File: src/design/anpr_pkg.sv
package anpr_pkg;

  // Word indexes; printed offsets 0x5, 0x7, 0x11 are not multiples of four,
  // so each printed offset is an index and the address is four times it
  localparam logic [7:0] IDX_ADV = 8'h04;
  localparam logic [7:0] IDX_PBASE = 8'h05;
  localparam logic [7:0] IDX_EXP = 8'h06;
  localparam logic [7:0] IDX_LNP = 8'h07;
  localparam logic [7:0] IDX_PNP = 8'h08;
  localparam logic [7:0] IDX_DCTL = 8'h10;
  localparam logic [7:0] IDX_AFE1 = 8'h11;
  localparam logic [7:0] IDX_EVT = 8'h20;

  // Field positions
  localparam int ADV_100FD = 8;
  localparam int ADV_100HD = 7;
  localparam int ADV_10FD = 6;
  localparam int ADV_10HD = 5;
  localparam int NP_MORE = 15;
  localparam int NP_ACK = 14;
  localparam int NP_MSG = 13;
  localparam int NP_ACK2 = 12;
  localparam int NP_TOG = 11;
  localparam int EXP_PDF = 4;
  localparam int EXP_PNPA = 3;
  localparam int EXP_LNPA = 2;
  localparam int EXP_PRX = 1;
  localparam int EXP_PANA = 0;
  localparam int DCTL_PLLOFF = 4;

  // Reset values
  localparam logic [4:0] SEL_RST = 5'h01;
  localparam logic [4:0] SEL_8023 = 5'h01;
  localparam logic [10:0] LMSG_RST = 11'h001;
  localparam logic [15:0] LNP_RST = 16'h2001;
  localparam logic [15:0] DCTL_RST = 16'h0000;
  localparam logic [15:0] AFE1_RST = 16'h0000;

  // Strap sampling state
  typedef enum logic [1:0] {
    ANPR_ST_IDLE = 2'b01,
    ANPR_ST_DONE = 2'b10
  } anpr_strap_t;

endpackage

File: src/design/anpr_regs.sv
//////////////////////////////////////////////////////////////////////////////
// How it works
// - 100M full/half advertise bits writable, reset from sampled speed strap.
// - 10M full/half advertise bits writable, reset to one.
// - Local selector writable, resets to 00001 (802.3).
// - Partner base page read-only, zero reset; next-page, fault copied, ack reads one.
// - Partner pause field read-only, reset 00, four pause encodings.
// - Partner technology bits read-only, reset zero, show partner abilities.
// - Partner selector reads zero until negotiation completes, then 00001.
// - Parallel detection fault bit latches high, resets zero.
// - Partner next-page-able bit read-only, resets zero.
// - Local next-page-able bit reads one from reset.
// - Page received bit latches high, resets zero.
// - Partner negotiation-able bit read-only, resets zero.
// - Local more-pages bit resets zero; message-page bit resets one.
// - Local comply acknowledge bit writable, resets zero.
// - Local toggle read-only, reset zero, shows last sent toggle.
// - Local eleven-bit message field writable, resets to one.
// - Partner next page read-only, zero reset; more, type copied, ack reads one.
// - Partner comply acknowledge read-only, resets zero.
// - Partner toggle reads inverse of previously sent toggle.
// - Partner eleven-bit message field read-only, resets zero.
// - PLL-off control bit writable, resets zero, drives power-down PLL.
module anpr_regs
  import anpr_pkg::*;
(
  // Clock and reset
  input  wire logic        pclk,
  input  wire logic        presetn,
  // APB slave
  input  wire logic        psel,
  input  wire logic        penable,
  input  wire logic        pwrite,
  input  wire logic [11:0] paddr,
  input  wire logic [31:0] pwdata,
  input  wire logic [3:0]  pstrb,
  output logic      [31:0] prdata,
  output logic             pready,
  output logic             pslverr,
  // Strap pin
  input  wire logic        speed_strap,
  // Negotiation engine status
  input  wire logic        partner_word_valid,
  input  wire logic [15:0] partner_word,
  input  wire logic        partner_is_next_page,
  input  wire logic        auto_negotiation_done,
  input  wire logic        parallel_detect_fault,
  input  wire logic        partner_auto_negotiation_able,
  input  wire logic        sent_toggle_valid,
  input  wire logic        sent_toggle,
  // Control outputs
  output logic      [15:0] local_advertisement,
  output logic      [15:0] local_next_page,
  output logic             energy_detect_power_down_pll_off
);

  //////////////////////////////////////////////////////////////////////////
  // Strap synchroniser and sampling at first clocks after reset
  logic        strap_s1_r;
  logic        strap_s2_r;
  anpr_strap_t strap_st_r;
  anpr_strap_t strap_st_nxt;

  always_ff @(posedge pclk or negedge presetn) begin
    if (!presetn) begin
      strap_s1_r <= 1'b0;
      strap_s2_r <= 1'b0;
    end else begin
      strap_s1_r <= speed_strap;
      strap_s2_r <= strap_s1_r;
    end
  end

  // Strap sampled once the synchroniser has filled
  // Two stages of delay: the second synchroniser flop only holds the pin
  // after the second edge, so taking it earlier would load the reset zero
  logic strap_fill_r;
  logic strap_wait_r;
  always_ff @(posedge pclk or negedge presetn) begin
    if (!presetn) begin
      strap_fill_r <= 1'b0;
      strap_wait_r <= 1'b0;
    end else begin
      strap_fill_r <= 1'b1;
      strap_wait_r <= strap_fill_r;
    end
  end

  always_comb begin
    case (strap_st_r)
      ANPR_ST_IDLE: strap_st_nxt = strap_wait_r ? ANPR_ST_DONE : ANPR_ST_IDLE;
      ANPR_ST_DONE: strap_st_nxt = ANPR_ST_DONE;
      default:      strap_st_nxt = ANPR_ST_IDLE;
    endcase
  end

  always_ff @(posedge pclk or negedge presetn) begin
    if (!presetn) begin
      strap_st_r <= ANPR_ST_IDLE;
    end else begin
      strap_st_r <= strap_st_nxt;
    end
  end

  wire strap_take = (strap_st_r == ANPR_ST_IDLE) && strap_wait_r;

  //////////////////////////////////////////////////////////////////////////
  // APB decode
  wire        apb_acc = psel && penable;
  wire [9:0]  word_idx = paddr[11:2];
  wire        hit_adv = (word_idx == {2'b00, IDX_ADV});
  wire        hit_pbase = (word_idx == {2'b00, IDX_PBASE});
  wire        hit_exp = (word_idx == {2'b00, IDX_EXP});
  wire        hit_lnp = (word_idx == {2'b00, IDX_LNP});
  wire        hit_pnp = (word_idx == {2'b00, IDX_PNP});
  wire        hit_dctl = (word_idx == {2'b00, IDX_DCTL});
  wire        hit_afe1 = (word_idx == {2'b00, IDX_AFE1});
  wire        hit_any = hit_adv | hit_pbase | hit_exp | hit_lnp | hit_pnp |
                        hit_dctl | hit_afe1;
  wire        wr_en = apb_acc && pwrite;
  wire        rd_en = apb_acc && !pwrite;
  wire [15:0] wmask = {{8{pstrb[1]}}, {8{pstrb[0]}}};

  //////////////////////////////////////////////////////////////////////////
  // Local advertisement: only speed, duplex and selector bits live here
  localparam logic [15:0] ADV_WMASK = 16'h01FF;
  logic [15:0] adv_r;
  logic [15:0] adv_nxt;

  always_comb begin
    adv_nxt = adv_r;
    if (strap_take) begin
      adv_nxt[ADV_100FD] = strap_s2_r;
      adv_nxt[ADV_100HD] = strap_s2_r;
    end
    if (wr_en && hit_adv) begin
      adv_nxt = (adv_r & ~(wmask & ADV_WMASK)) |
                (pwdata[15:0] & wmask & ADV_WMASK);
    end
  end

  always_ff @(posedge pclk or negedge presetn) begin
    if (!presetn) begin
      adv_r <= {7'h00, 2'b00, 1'b1, 1'b1, SEL_RST};
    end else begin
      adv_r <= adv_nxt;
    end
  end

  //////////////////////////////////////////////////////////////////////////
  // Partner base page and partner next page capture
  logic [15:0] pbase_r;
  logic [15:0] pnp_r;
  wire         take_base = partner_word_valid && !partner_is_next_page;
  wire         take_np = partner_word_valid && partner_is_next_page;

  always_ff @(posedge pclk or negedge presetn) begin
    if (!presetn) begin
      pbase_r <= 16'h0000;
      pnp_r <= 16'h0000;
    end else begin
      if (take_base) begin
        pbase_r <= {partner_word[15], 1'b1, partner_word[13], 1'b0,
                    partner_word[11:5], 5'h00};
      end
      if (take_np) begin
        pnp_r <= {partner_word[15], 1'b1, partner_word[13:12],
                  pnp_r[NP_TOG], partner_word[10:0]};
      end
      if (sent_toggle_valid) begin
        pnp_r[NP_TOG] <= !sent_toggle;
      end
    end
  end

  // Selector visible only after negotiation completes
  wire [4:0]  psel_fld = auto_negotiation_done ? SEL_8023 : 5'h00;
  wire [15:0] pbase_rd = {pbase_r[15:5], psel_fld};

  //////////////////////////////////////////////////////////////////////////
  // Expansion: fault and page-received bits latch high, cleared by a read, set wins
  logic pdf_r;
  logic prx_r;
  logic pnpa_r;
  wire  exp_rd = rd_en && hit_exp;

  always_ff @(posedge pclk or negedge presetn) begin
    if (!presetn) begin
      pdf_r <= 1'b0;
      prx_r <= 1'b0;
      pnpa_r <= 1'b0;
    end else begin
      pdf_r <= parallel_detect_fault | (pdf_r & !exp_rd);
      prx_r <= partner_word_valid | (prx_r & !exp_rd);
      if (take_base) begin
        pnpa_r <= partner_word[15];
      end
    end
  end

  wire [15:0] exp_rd_val = {11'h000, pdf_r, pnpa_r, 1'b1, prx_r,
                            partner_auto_negotiation_able};

  //////////////////////////////////////////////////////////////////////////
  // Local next page: toggle is hardware owned, reserved bit 14 reads zero
  localparam logic [15:0] LNP_WMASK = 16'hB7FF;
  logic [15:0] lnp_r;
  logic [15:0] lnp_nxt;

  always_comb begin
    lnp_nxt = lnp_r;
    if (wr_en && hit_lnp) begin
      lnp_nxt = (lnp_r & ~(wmask & LNP_WMASK)) |
                (pwdata[15:0] & wmask & LNP_WMASK);
    end
    if (sent_toggle_valid) begin
      lnp_nxt[NP_TOG] = sent_toggle;
    end
  end

  always_ff @(posedge pclk or negedge presetn) begin
    if (!presetn) begin
      lnp_r <= LNP_RST;
    end else begin
      lnp_r <= lnp_nxt;
    end
  end

  //////////////////////////////////////////////////////////////////////////
  // Digital control and front-end control, fully writable
  logic [15:0] dctl_r;
  logic [15:0] afe1_r;

  always_ff @(posedge pclk or negedge presetn) begin
    if (!presetn) begin
      dctl_r <= DCTL_RST;
      afe1_r <= AFE1_RST;
    end else begin
      if (wr_en && hit_dctl) begin
        dctl_r <= (dctl_r & ~wmask) | (pwdata[15:0] & wmask);
      end
      if (wr_en && hit_afe1) begin
        afe1_r <= (afe1_r & ~wmask) | (pwdata[15:0] & wmask);
      end
    end
  end

  //////////////////////////////////////////////////////////////////////////
  // Read mux
  wire [15:0] rd_mux =
    hit_adv   ? adv_r :
    hit_pbase ? pbase_rd :
    hit_exp   ? exp_rd_val :
    hit_lnp   ? lnp_r :
    hit_pnp   ? pnp_r :
    hit_dctl  ? dctl_r :
    hit_afe1  ? afe1_r : 16'h0000;

  // Read data registered on the setup cycle so it is stable in access
  always_ff @(posedge pclk or negedge presetn) begin
    if (!presetn) begin
      prdata <= 32'h0000_0000;
    end else if (psel && !penable && !pwrite) begin
      prdata <= {16'h0000, rd_mux};
    end
  end

  // Zero-wait answers; unmapped addresses flag an error
  assign pready = 1'b1;
  assign pslverr = apb_acc && !hit_any;

  //////////////////////////////////////////////////////////////////////////
  // Outputs to the negotiation engine and power logic
  assign local_advertisement = adv_r;
  assign local_next_page = lnp_r;
  assign energy_detect_power_down_pll_off = dctl_r[DCTL_PLLOFF];

endmodule

File: config.mk
export PLATFORM = sky130hd
export DESIGN_NAME = anpr_regs
export DESIGN_NICKNAME = d
export VERILOG_FILES = /design/src/design/anpr_pkg.sv /design/src/design/anpr_regs.sv
export SDC_FILE = /design/constraint.sdc
export NUM_CORES = 1
export LEC_CHECK = 0
export BUFFER_PORTS_ARGS = -buffer_cell sky130_fd_sc_hd__buf_2
export CAP_MARGIN = 25
export CELL_PAD_IN_SITES_DETAIL_PLACEMENT = 0
export CELL_PAD_IN_SITES_GLOBAL_PLACEMENT = 1
export CORE_AREA = 2 2 115 117
export CTS_BUF_LIST = sky130_fd_sc_hd__clkbuf_2
export DETAILED_ROUTE_END_ITERATION = 6
export DIE_AREA = 0 0 117 119
export GPL_TIMING_DRIVEN = 0
export PLACE_DENSITY_LB_ADDON = 0.1
export SYNTH_ARGS = -nofsm -noshare
export SYNTH_HDL_FRONTEND = slang
export SYNTH_SLANG_ARGS = --single-unit
File: constraint.sdc
create_clock -name pclk -period 1.7 [get_ports pclk]
set_input_delay 0.085 -clock pclk [delete_from_list [all_inputs] [get_ports pclk]]
set_output_delay 0.085 -clock pclk [all_outputs]
set_load 0.02 [all_outputs]
==> results summary, run 1 <==
TritonCTS built the clock tree. Tracing the worst setup path back leads to its startpoint at paddr[2]. Sorting the synthesized cells by how often they occur yields 100 x dfrtp_1, 84 x mux2_2, 31 x a21oi_1. The cell sitting at the root of the clock tree is a clkbuf_2.

After the first detailed-routing iteration, the DRC count stood at 316. Of the synthesized area, sequential elements account for 0.5080. The worst setup path is launched from a primary input. The number of antenna violations at the first check in global routing was 0. The region available for standard cell placement spans 12870 µm².

Data on the critical path arrives at its endpoint at 2.20 ns. The compound-cell area share of the yosys netlist is 0.09128. The number of max-slew violations in the final report was 0. The H-tree was split into 3 levels. The portion of synthesized cell area occupied by the leading cell type came out at 0.4779. The post-place instance area is 6057 µm².

The number of synthesized register bits came out at 106. The number of top-level pins is about 140. The post-layout total power is roughly 4.9 mW. The clock drives 106 sinks.

The total power per unit cell area is between 700 and 800 nW/µm². The vertical die dimension is roughly 120 µm. The register clock-pin slew on the reported worst setup and hold paths is 0.28 ns. For this run, the total global-route usage over all layers was measured as 0.2311. The worst hold slack across all endpoints is 0.03987 ns. The count of placed standard cells including taps came out at 743. The final worst-path setup slack came out at slightly above 0.09 ns. The total vias in the final route came out at 4220. The leading area contributor after synthesis is dfrtp_1. The overall routed net length is 15580 µm. Of the total synthesized cell area, the portion taken by full adders, half adders and majority gates is 0.004779. The number of non-filler instances in the completed layout is between 800 and 900. The highest clock frequency the design can meet is 621.8 MHz. The critical path is of the primary input to register type. The cell type of the slowest stage on the worst timing path is buf_1. The maximum fanout encountered on the critical timing path came out at 10. The number of warnings printed during yosys synthesis came out at 0. The total congestion overflow is 0.

The placement row count is 42. The die width came out at 117 µm. Prior to clock tree synthesis, the placed netlist has a worst setup slack of -0.4005 ns. Ranked by total cell area, the synthesized netlist is headed by dfrtp_1 48%, mux2_2 18%, buf_4 3.6%, dfstp_2 3.0%, a21oi_1 3.0%. The number of enable-type register cells in the synthesized netlist came out at 0. The number of optimization iterations in the first detailed-route pass is 4. The maximum ir drop on the vdd rail came out at 494.6 µV. The clock skew is 0.02239 ns. After synthesis, the mean cell area works out to 11.74 µm². The maximum single-stage delay on the critical path came out at 0.59 ns.

Measured on the finished design, the core utilization comes to 0.5265. The cell area after layout came out at approximately 6800 µm². The area growth from synthesis to layout came out at 29.46%. The sum of negative setup slack came out at 0 ns. The HPWL after detailed placement is between 10000 and 15000 µm.

The worst setup path is captured at a register. The critical path goes through buf_2 -> buf_2 -> buf_1 -> nor2_1 -> nand4_1 -> a21o_1 -> dlygate4sd3_1. At the worst endpoint, the required time is 2.30 ns. The number of max-cap violations is 0. Routability-driven placement finished with a final weighted congestion of 0.8642.

The worst hold path begins at paddr[8]. The count of nets left with antenna violations once routing finished came out at 0. The gate count of the mapped netlist came out at 446. The detailed-route vias per instance came out at 5.172. The most used standard cell by instance count after synthesis is dfrtp_1.

The min-delay analysis places its worst path in the category primary input to register. The clock insertion delay at the later pin of the skew report came out at 0.63 ns. The time the worst path needs with I/O delays and setup came out at 1.608 ns. The detailed-route DRC error count came out at 0. Counting stages on the worst path, the most repeated cell is buf_2. The total CTS buffers is 9.

At the pin with the least slew margin, the transition time is 0.7839 ns. The number of buffers and inverters on the critical path is 4. The main combinational cell family by area after synthesis is multiplexers. The share of post-route cells with drive strength above 1 is 0.3938.

The cell family contributing the most delay on the critical path is buffers and inverters. The first global-routing pass estimated 23660 µm of wire. The headroom to the max-slew limit is 0.4762. Of the available clock period, the critical path in the final layout requires 0.9460. The antenna cell count came out at 0.

The count of endpoints failing hold in the final timing report is 0. The run finished with clean final reports. The pin count of the biggest net entering global routing came out at 57. The primary flip-flop cell chosen by synthesis mapping is dfrtp_1. The average routed wire per standard cell is 19.09 µm.

Setup repair after global routing left no endpoint under its margin. The post-synthesis cell type count came out at 57. Setup violations remaining at the end of the flow were counted as 0.

The die area came out at 13920 µm². The clock passes through at most 2 buffers. The simple-gate share of the synthesized area came out at 0.1343.

In this run the critical register-to-register path is launched from pnp_r[1]. The share of synthesized flip-flops with an asynchronous set or reset came out at 1.000. The share of cell area taken by muxes after synthesis is 0.2057. The number of global-route vias before repair came to roughly 4200.

The standby leakage power is 3.223 nW. For this run, the post-layout net count is 714. The netlist area before placement is 5236 µm². Of the total synthesized cell area, the portion taken by XOR and XNOR cells is 0. The initial core utilization is 0.4067. Input and output buffers added on the ports amount to 96.
## report_power, final
group	leakage (nW)	internal, mW	total [mW]	switching [mW]
clock network	0.0744	0.468	1.32	0.849
logic	1.78	0.393	0.836	0.443
registers	1.37	2.67	2.78	0.109
total	3.22	3.53	4.93	1.40
## layout make-up
type                    count  area [µm²]
inverters                   4       15.01
multi-input cells         315        2387
flip-flops and latches    106        2660
fillers                  1208        6096
clock buffers               9       45.04
plain buffers              44       266.5
well taps                 176       220.2
clock inverters             7       83.83
repair buffers            155        1101
## cells by family (layout without fill, tap and decap cells)
kind of cell               count (synthesis)  after routing
muxes                                     97             97
buffers and inverters                     49            219
AOI/OAI and AO/OA                         77             77
other                                      2             26
DFF                                      106            106
adders and majority gates                  2              2
and+or+nand+nor                          113            113
## layer usage
layer,wire (µm),share of wire,GRT usage,up-vias
met5,0,0,0,-
met4,317,0.020,0.07647,0
met3,782,0.050,0.03359,23
met2,7499,0.48,0.3768,132
met1,6982,0.45,0.3151,2108
li1,-,-,-,1957
## repair_timing
action	4_1_cts	5_1_grt
hold buffers	55	0
pin swaps	0	1
gates resized for setup	1	0
setup endpoints to repair	1	1
setup buffers	0	2
endpoints found under the hold margin	192	0
## tightest hold or removal path, delay by kind of cell
| family | cells | cell delay (ns) |
|---|---|---|
| AND/OR/NAND/NOR | 5 | 0.45 |
| buffers and inverters | 1 | 0.13 |
## placed cells by master (no fill, tap or decap), types with 7 or more instances in the layout
cell type      instances
mux2i_1               12
nor2_1                11
conb_1                26
nor3_1                 7
buf_2                101
dfrtp_1              100
nand3_1               29
clkbuf_1              12
a21oi_1               31
clkbuf_2               9
mux2_2                84
dlygate4sd3_1         54
o21ai_0               16
nand2b_1               7
buf_4                 28
nand2_1               22
## worst paths after layout
check,slack [ns],to,cells past startpoint
min,0.04,prdata[14],6
max reg2reg,0.38,pnp_r[1],2
max,0.09,prx_r,7
min reg2reg,0.39,strap_s2_r,0
max in group asynchronous,0.77,prdata[10],4
min in group asynchronous,0.30,async pin,3
Power figures use the tool's default switching activity.
==> run 2: changes to the inputs <==
- BUFFER_PORTS_ARGS: -buffer_cell sky130_fd_sc_hd__buf_2 -> default
- DONT_BUFFER_PORTS: default -> 1
==> run 2 against run 1 <==
The run now ends with negative hold slack left. First-iteration DRC count down 38%. Maximum frequency down 2.5%. Cell area down 6.8%. Non-clock buffer count down 94. Largest cell class unchanged.
==> results summary, run 2 (same netlist as run 1, synthesis figures left out) <==
The flow ran to the end, but the final reports show violations. The checks that failed: negative hold slack. The tightest min-delay check is of the primary input to async pin type. The portion of the clock cycle consumed by the worst path in the final layout was 0.9703 (+0.02429). The area taken by flip-flops and latches was 2660 µm² (unchanged). The total CTS buffers came out at 9 (unchanged). The total congestion overflow is 0 (unchanged). The sum of negative setup slack came to 0 ns (unchanged). The number of antenna violations at the first check in global routing came to 1 (+1). The average routed wire per standard cell came to 20.72 µm (+8.5%). The time the worst path needs with I/O delays and setup came out at 1.649 ns (+0.04129 ns). The vertical die dimension came to 119 µm (unchanged). The clock insertion delay at the later pin of the skew report came to 0.65 ns (+0.02 ns). The area growth from synthesis to layout came out at 20.60%. TritonCTS built the clock tree. The overall routed net length is 14980 µm (-3.8%). The final worst-path setup slack came out at 0.05051 ns (-0.04129 ns). The count of placed standard cells including taps was 646 (-13%). The post-layout total power is 4.778 mW (-3.2%).

The total global routing track utilization is 0.2278 (-0.003298). In the layout the commonest cells are 100 x dfrtp_1, 84 x mux2_2, 60 x dlygate4sd3_1. The setup-violating endpoint count in the final report came out at 0 (unchanged). The number of optimization iterations in the first detailed-route pass came to 4 (unchanged). The HPWL after detailed placement was 10550 µm (-2.9%). The number of hold-repair buffers added at the cts stage came to 62 (+13%).

The CTS sink count is 106 (unchanged). The arrival time of data at the critical path endpoint came out at 2.21 ns (about the same). The number of buffers inserted by port buffering is 0 (-100%). The number of nets with antenna violations after detailed routing is 0 (unchanged). The net switching fraction of the power came out at 0.2735 (-0.01053).

The maximum ir drop on the vdd rail is 510.3 µV (+3.2%). The headroom to the max-slew limit is 0.5431 (+0.06682). The die area was 13920 µm² (unchanged). The share of power burned in the clock network is 0.280 (+0.013).

The standby leakage power is 2.790 nW (-13%). The initial core utilization came out at 0.4067 (unchanged). The slew at the pin closest to its max-slew limit came out at 0.6854 ns (-0.09853 ns). The number of fill cells in the layout came out at 1207 (-0.083%). The highest clock frequency the design can meet came out at 606.2 MHz (-2.5%).

The number of global-route vias before repair was 4104 (-3.1%). The number of non-filler instances in the completed layout came out at 723 (-11%). The proportion of power drawn by flip-flops and latches is 0.590 (+0.026).

The cell chosen for the clock root is clkbuf_2. The maximum fanout encountered on the critical timing path was 8 (-2). The die width is 117 µm (unchanged). The data required time of the worst path came out at 2.26 ns (-0.04 ns). The core region area is 12870 µm² (unchanged). The combinational share of power came out at 0.130 (-0.039). Leaving out fill and tap cells, the most frequent cell in the layout is dfrtp_1. The detailed-route vias per instance is 5.394 (+4.3%).

The setup path with the least slack is of type primary input to register. The number of top-level pins is 144 (unchanged). The global-route wire length before repair came out at 23390 µm (-1.1%). The depth of the CTS H-tree is 3 (unchanged). The post-placement setup slack is -0.2910 ns (+0.1094 ns).

The net count reported at finish is 620 (-13%). The placement row count is 42 (unchanged). The worst hold slack across all endpoints is -0.9301 ns (-0.9700 ns). The net switching power of the design is 1.307 mW (-6.8%). The total vias in the final route is 3900 (-7.6%).

The internal cell power came out at 3.471 mW (-1.7%). The initial DRC count is 195 (-38%). The worst-case clock buffer depth is 2 (unchanged).

The number of max-slew violations in the final report came out at 0 (unchanged). The clock skew came to 0.02639 ns (+0.004001 ns). The kind of end point of the critical path is a register. The share of post-route cells with drive strength above 1 is 0.2930 (-0.1007). The detailed-route DRC error count came out at 0 (unchanged). The weighted congestion at the end of routability-driven global placement came out at 0.8408 (-2.7%). Setup repair after global routing could not meet its margin everywhere. The worst setup path is launched from a primary input.

The count of endpoints failing hold in the final timing report came to 111 (+111). The number of max-cap violations came to 0 (unchanged). The register clock-pin slew on the reported worst setup and hold paths was 0.28 ns (about the same). The total power per unit cell area is 756.7 nW/µm² (+4.0%).

The pin count of the biggest net entering global routing came out at 107 (+88%). The area of the multi-input gates was 2402 µm² (+0.63%).
==> run 2: cell count changes in the layout (fill, tap and decap cells not counted), sizes merged <==
cell | before | now
buf | 133 | 31
clkbuf | 21 | 23
clkinvlp | 1 | 0
diode | 0 | 1
dlygate4sd3 | 54 | 60
dlymetal6s4s | 0 | 1
==> run 2: area by class of cell <==
type | count | area share
clock inverter | 6 | 0.01308
inverter | 4 | 0.002378
timing repair buffer | 61 | 0.09709
antenna | 1 | 0.0003963
multi-input combinational | 315 | 0.3804
tap | 176 | 0.03487
sequential | 106 | 0.4212
buffer | 44 | 0.04260
clock buffer | 10 | 0.007925
==> run 2: routing by layer <==
metal  GRT usage  up-vias  wire length (µm)
met5           0        -                 0
met4     0.09044        0               388
met3     0.06412       26              1208
met2      0.3486      138              6965
met1      0.3045     1962              6421
li1            -     1774                 -
==> run 2: power groups by stage <==
stage / Clock (mW) / Sequential, mW / Combinational (mW)
after CTS: 1.39 / 2.82 / 0.615
after detailed placement: 0 / 2.86 / 0.497
final: 1.34 / 2.82 / 0.619
after floorplan: 0 / 2.82 / 0.420
after global placement: 0 / 2.85 / 0.488
after global routing: 1.50 / 2.85 / 0.685
==> run 2: final timing paths <==
| kind | from | to | slack, ns | depth (start not counted) |
|---|---|---|---|---|
| max | penable | register | 0.05 | 6 |
| min | presetn | async pin | -0.93 | 0 |
| max reg2reg | pnp_r[6] | prdata[6] | 0.11 | 5 |
| min reg2reg | strap_s1_r | strap_s2_r | 0.39 | 0 |
| max in group asynchronous | presetn | async pin | 2.38 | 0 |
| min in group pclk | paddr[8] | prdata[2] | -0.32 | 3 |
==> run 2: worst max-delay path, cell delays in order <==
cell and delay (ns):
dlygate4sd3_1 0.55, and2_1 0.27, nand3_1 0.28, nor3_1 0.37, nand3_2 0.29, mux2_2 0.35
==> run 2: per-stage QoR <==
step                  util  instance area [µm²]
global route        0.4905                 6315
floorplan                -                 5326
finish              0.4905                 6315
global placement    0.4308                 5547
CTS                 0.4893                 6300
detailed placement  0.4308                 5547
==> run 2: what timing repair did <==
| item | in CTS | in global routing |
|---|---|---|
| setup buffers | 0 | 0 |
| endpoints found under the setup margin | 0 | 20 |
| endpoints found under the hold margin | 205 | 127 |
| gates resized for setup | 0 | 9 |
==> run 3: changes to the inputs <==
- CORE_AREA: 2 2 115 117 -> 2 2 119 121
- DIE_AREA: 0 0 117 119 -> 0 0 121 123
- SKIP_CTS_REPAIR_TIMING: default -> 1
==> run 3 against run 2 <==
The flow finishes with violations (negative hold slack, negative setup slack). Total power fell by 4.5%. Cell count rose by 0.69%. Die area rose by 6.9%. Clock power fell by 16%. Non-clock buffer count rose by 2. Critical path depth did not move. First-iteration DRC count rose by 17%. Critical path type unchanged.
==> results summary, run 3 (same netlist as run 1, synthesis figures left out) <==
The final worst-path setup slack was -0.002090 ns (-0.05260 ns). The overall routed net length is 15340 µm (+2.3%). The die area is 14880 µm² (+6.9%). The total CTS buffers is 9 (unchanged). The total vias in the final route is 3924 (+0.62%). STA classifies the critical path endpoint as a register.

The clock skew came out at 0.04226 ns (+0.01587 ns). The number of top-level pins is 144 (unchanged). The core region area was 13610 µm² (+5.7%).

The end point of the critical path is prdata[9]. The detailed-route vias per instance came out at 5.390 (about the same). The depth of the CTS H-tree is 3 (unchanged).

The vertical die dimension came out at 123 µm (+3.4%). The total global routing track utilization is 0.2047 (-0.02311). The number of optimization iterations in the first detailed-route pass is 4 (unchanged). The post-placement setup slack is -0.3217 ns (-0.03065 ns).

The count of endpoints failing hold in the final timing report is 113 (+1.8%). The total congestion overflow came to 0 (unchanged). The number of antenna violations at the first check in global routing is 0 (-1). The time the worst path needs with I/O delays and setup is 1.702 ns (+0.05260 ns). The placement row count came out at 43 (+2.4%). The arrival time of data at the critical path endpoint was 2.31 ns (+0.10 ns). The pin count of the biggest net entering global routing is 107 (unchanged).

The worst setup path is launched from a primary input. TritonCTS built the clock tree. The clock insertion delay at the later pin of the skew report came out at 0.65 ns (about the same). The capture point of the worst reg-to-reg path is prdata[6]. The number of nets with antenna violations after detailed routing came to 0 (unchanged).

The flop-to-flop setup slack is 0.09 ns (-0.02 ns). The area taken by flip-flops and latches came to 2660 µm² (unchanged). The worst hold slack across all endpoints was -0.9394 ns (-0.009293 ns). The number of buffers inserted by port buffering is 0 (unchanged).

The die width came out at 121 µm (+3.4%). The area of the multi-input gates was 2387 µm² (-0.62%). The initial core utilization is 0.3847 (-0.02202). The final reports fail on negative hold slack, negative setup slack.

The HPWL after detailed placement came out at 10640 µm (+0.80%). The antenna cell count came to 0 (-1). The weighted congestion at the end of routability-driven global placement was 0.8626 (+2.6%). The number of fill cells in the layout is 1325 (+9.8%). The commonest non-fill, non-tap cell in the layout is dfrtp_1. The share of post-route cells with drive strength above 1 came out at 0.2810 (-0.01202). The area growth from synthesis to layout is 19.86%. The total power per unit cell area came to 726.8 nW/µm² (-3.9%). The maximum ir drop on the vdd rail is 507.4 µV (-0.57%). The cell chosen for the clock root is clkbuf_2. The number of global-route vias before repair is 3632 (-12%).

The detailed-route DRC error count is 0 (unchanged). The initial DRC count came out at 229 (+17%). The headroom to the max-slew limit came out at 0.4522 (-0.09082).

The path type of the worst min-delay path is primary input to async pin. The worst-case reg-to-reg path depth is 5 (unchanged). The startpoint of the most critical setup path is paddr[7]. The data required time of the worst path came out at 2.31 ns (+0.05 ns). The top cell types in the final layout, fill and taps aside, are 100 x dfrtp_1, 84 x mux2_2, 62 x dlygate4sd3_1. The register clock-pin slew on the reported worst setup and hold paths came out at 0.32 ns (+0.04 ns).

The startpoint identified for the worst register-to-register timing path is pnp_r[6]. The portion of the clock cycle consumed by the worst path in the final layout came out at 1.001 (+0.03094). The net count reported at finish came out at 622 (+0.32%). The highest clock frequency the design can meet came out at 587.5 MHz (-3.1%). The number of max-cap violations is 0 (unchanged). The CTS sink count came out at 106 (unchanged). The setup-violating endpoint count in the final report is 1 (+1). The maximum fanout encountered on the critical timing path came out at 8 (unchanged).

The run finished, with violations left. The number of max-slew violations in the final report is 0 (unchanged). The worst-case clock buffer depth came out at 2 (unchanged). The average routed wire per standard cell is 21.06 µm (+1.6%).

The standby leakage power came out at 2.769 nW (-0.73%). The slew at the pin closest to its max-slew limit is 0.8216 ns (+0.1362 ns). The global-route wire length before repair came out at 22130 µm (-5.4%). The critical path class is primary input to register.
run 3: cell types whose count changed in the layout (fill, tap and decap cells not counted), moves of 2 or more:
| cell | change |
|---|---|
| inv_6 | +3 |
| nor3b_2 | -2 |
| bufinv_16 | -2 |
| clkbuf_2 | -2 |
| clkbuf_1 | +2 |
| nor3b_1 | +2 |
| dlygate4sd3_1 | +2 |
run 3: area by class of cell:
class / instances / share of cell area
Sequential cell: 106 / 0.4238
Inverter: 4 / 0.002392
Clock buffer: 10 / 0.007974
Multi-Input combinational cell: 315 / 0.3804
Buffer: 45 / 0.04306
Timing Repair Buffer: 62 / 0.09888
Tap cell: 180 / 0.03589
Clock inverter: 6 / 0.007576
run 3: worst max-delay path, stage by stage:
cell           delay, ns
nor3_1              0.29
nand2_1             0.24
nor3_4              0.24
dlygate4sd3_1       0.92
nand3_1             0.30
o21ai_0             0.23
run 3: how the worst min path moves through the flow:
stage | from | endpoint
6_report | presetn | async pin
2_1_floorplan | presetn | async pin
4_1_cts | presetn | async pin
3_3_place_gp | presetn | async pin
5_1_grt | presetn | prdata[14]
3_5_place_dp | presetn | async pin
run 3: layer usage:
layer	up-vias	track usage	part of all wire
met5	-	0	0
met3	24	0.06873	0.085
met4	0	0.06977	0.020
li1	1784	-	-
met1	1964	0.2539	0.42
met2	152	0.3357	0.47
run 3: power by group:
part	leakage, nW	switching (mW)	internal [mW]
Combinational	1.34	0.304	0.317
Sequential	1.37	0.153	2.67
Clock	0.0633	0.898	0.217
Total	2.77	1.36	3.21
run 3: metrics by stage:
step                setup TNS, ns  utilization  total power, mW  cell area (µm²)  std cells
finish                  -0.002090       0.4611            4.561             6276        728
detailed placement         -12.59       0.4079            3.367             5552        650
global route            -0.003186       0.4611            4.804             6276        728
CTS                             0       0.4150            4.519             5649        666
global placement           -11.78       0.4079            3.350             5552        650
floorplan                       0            -            3.235             5326        470
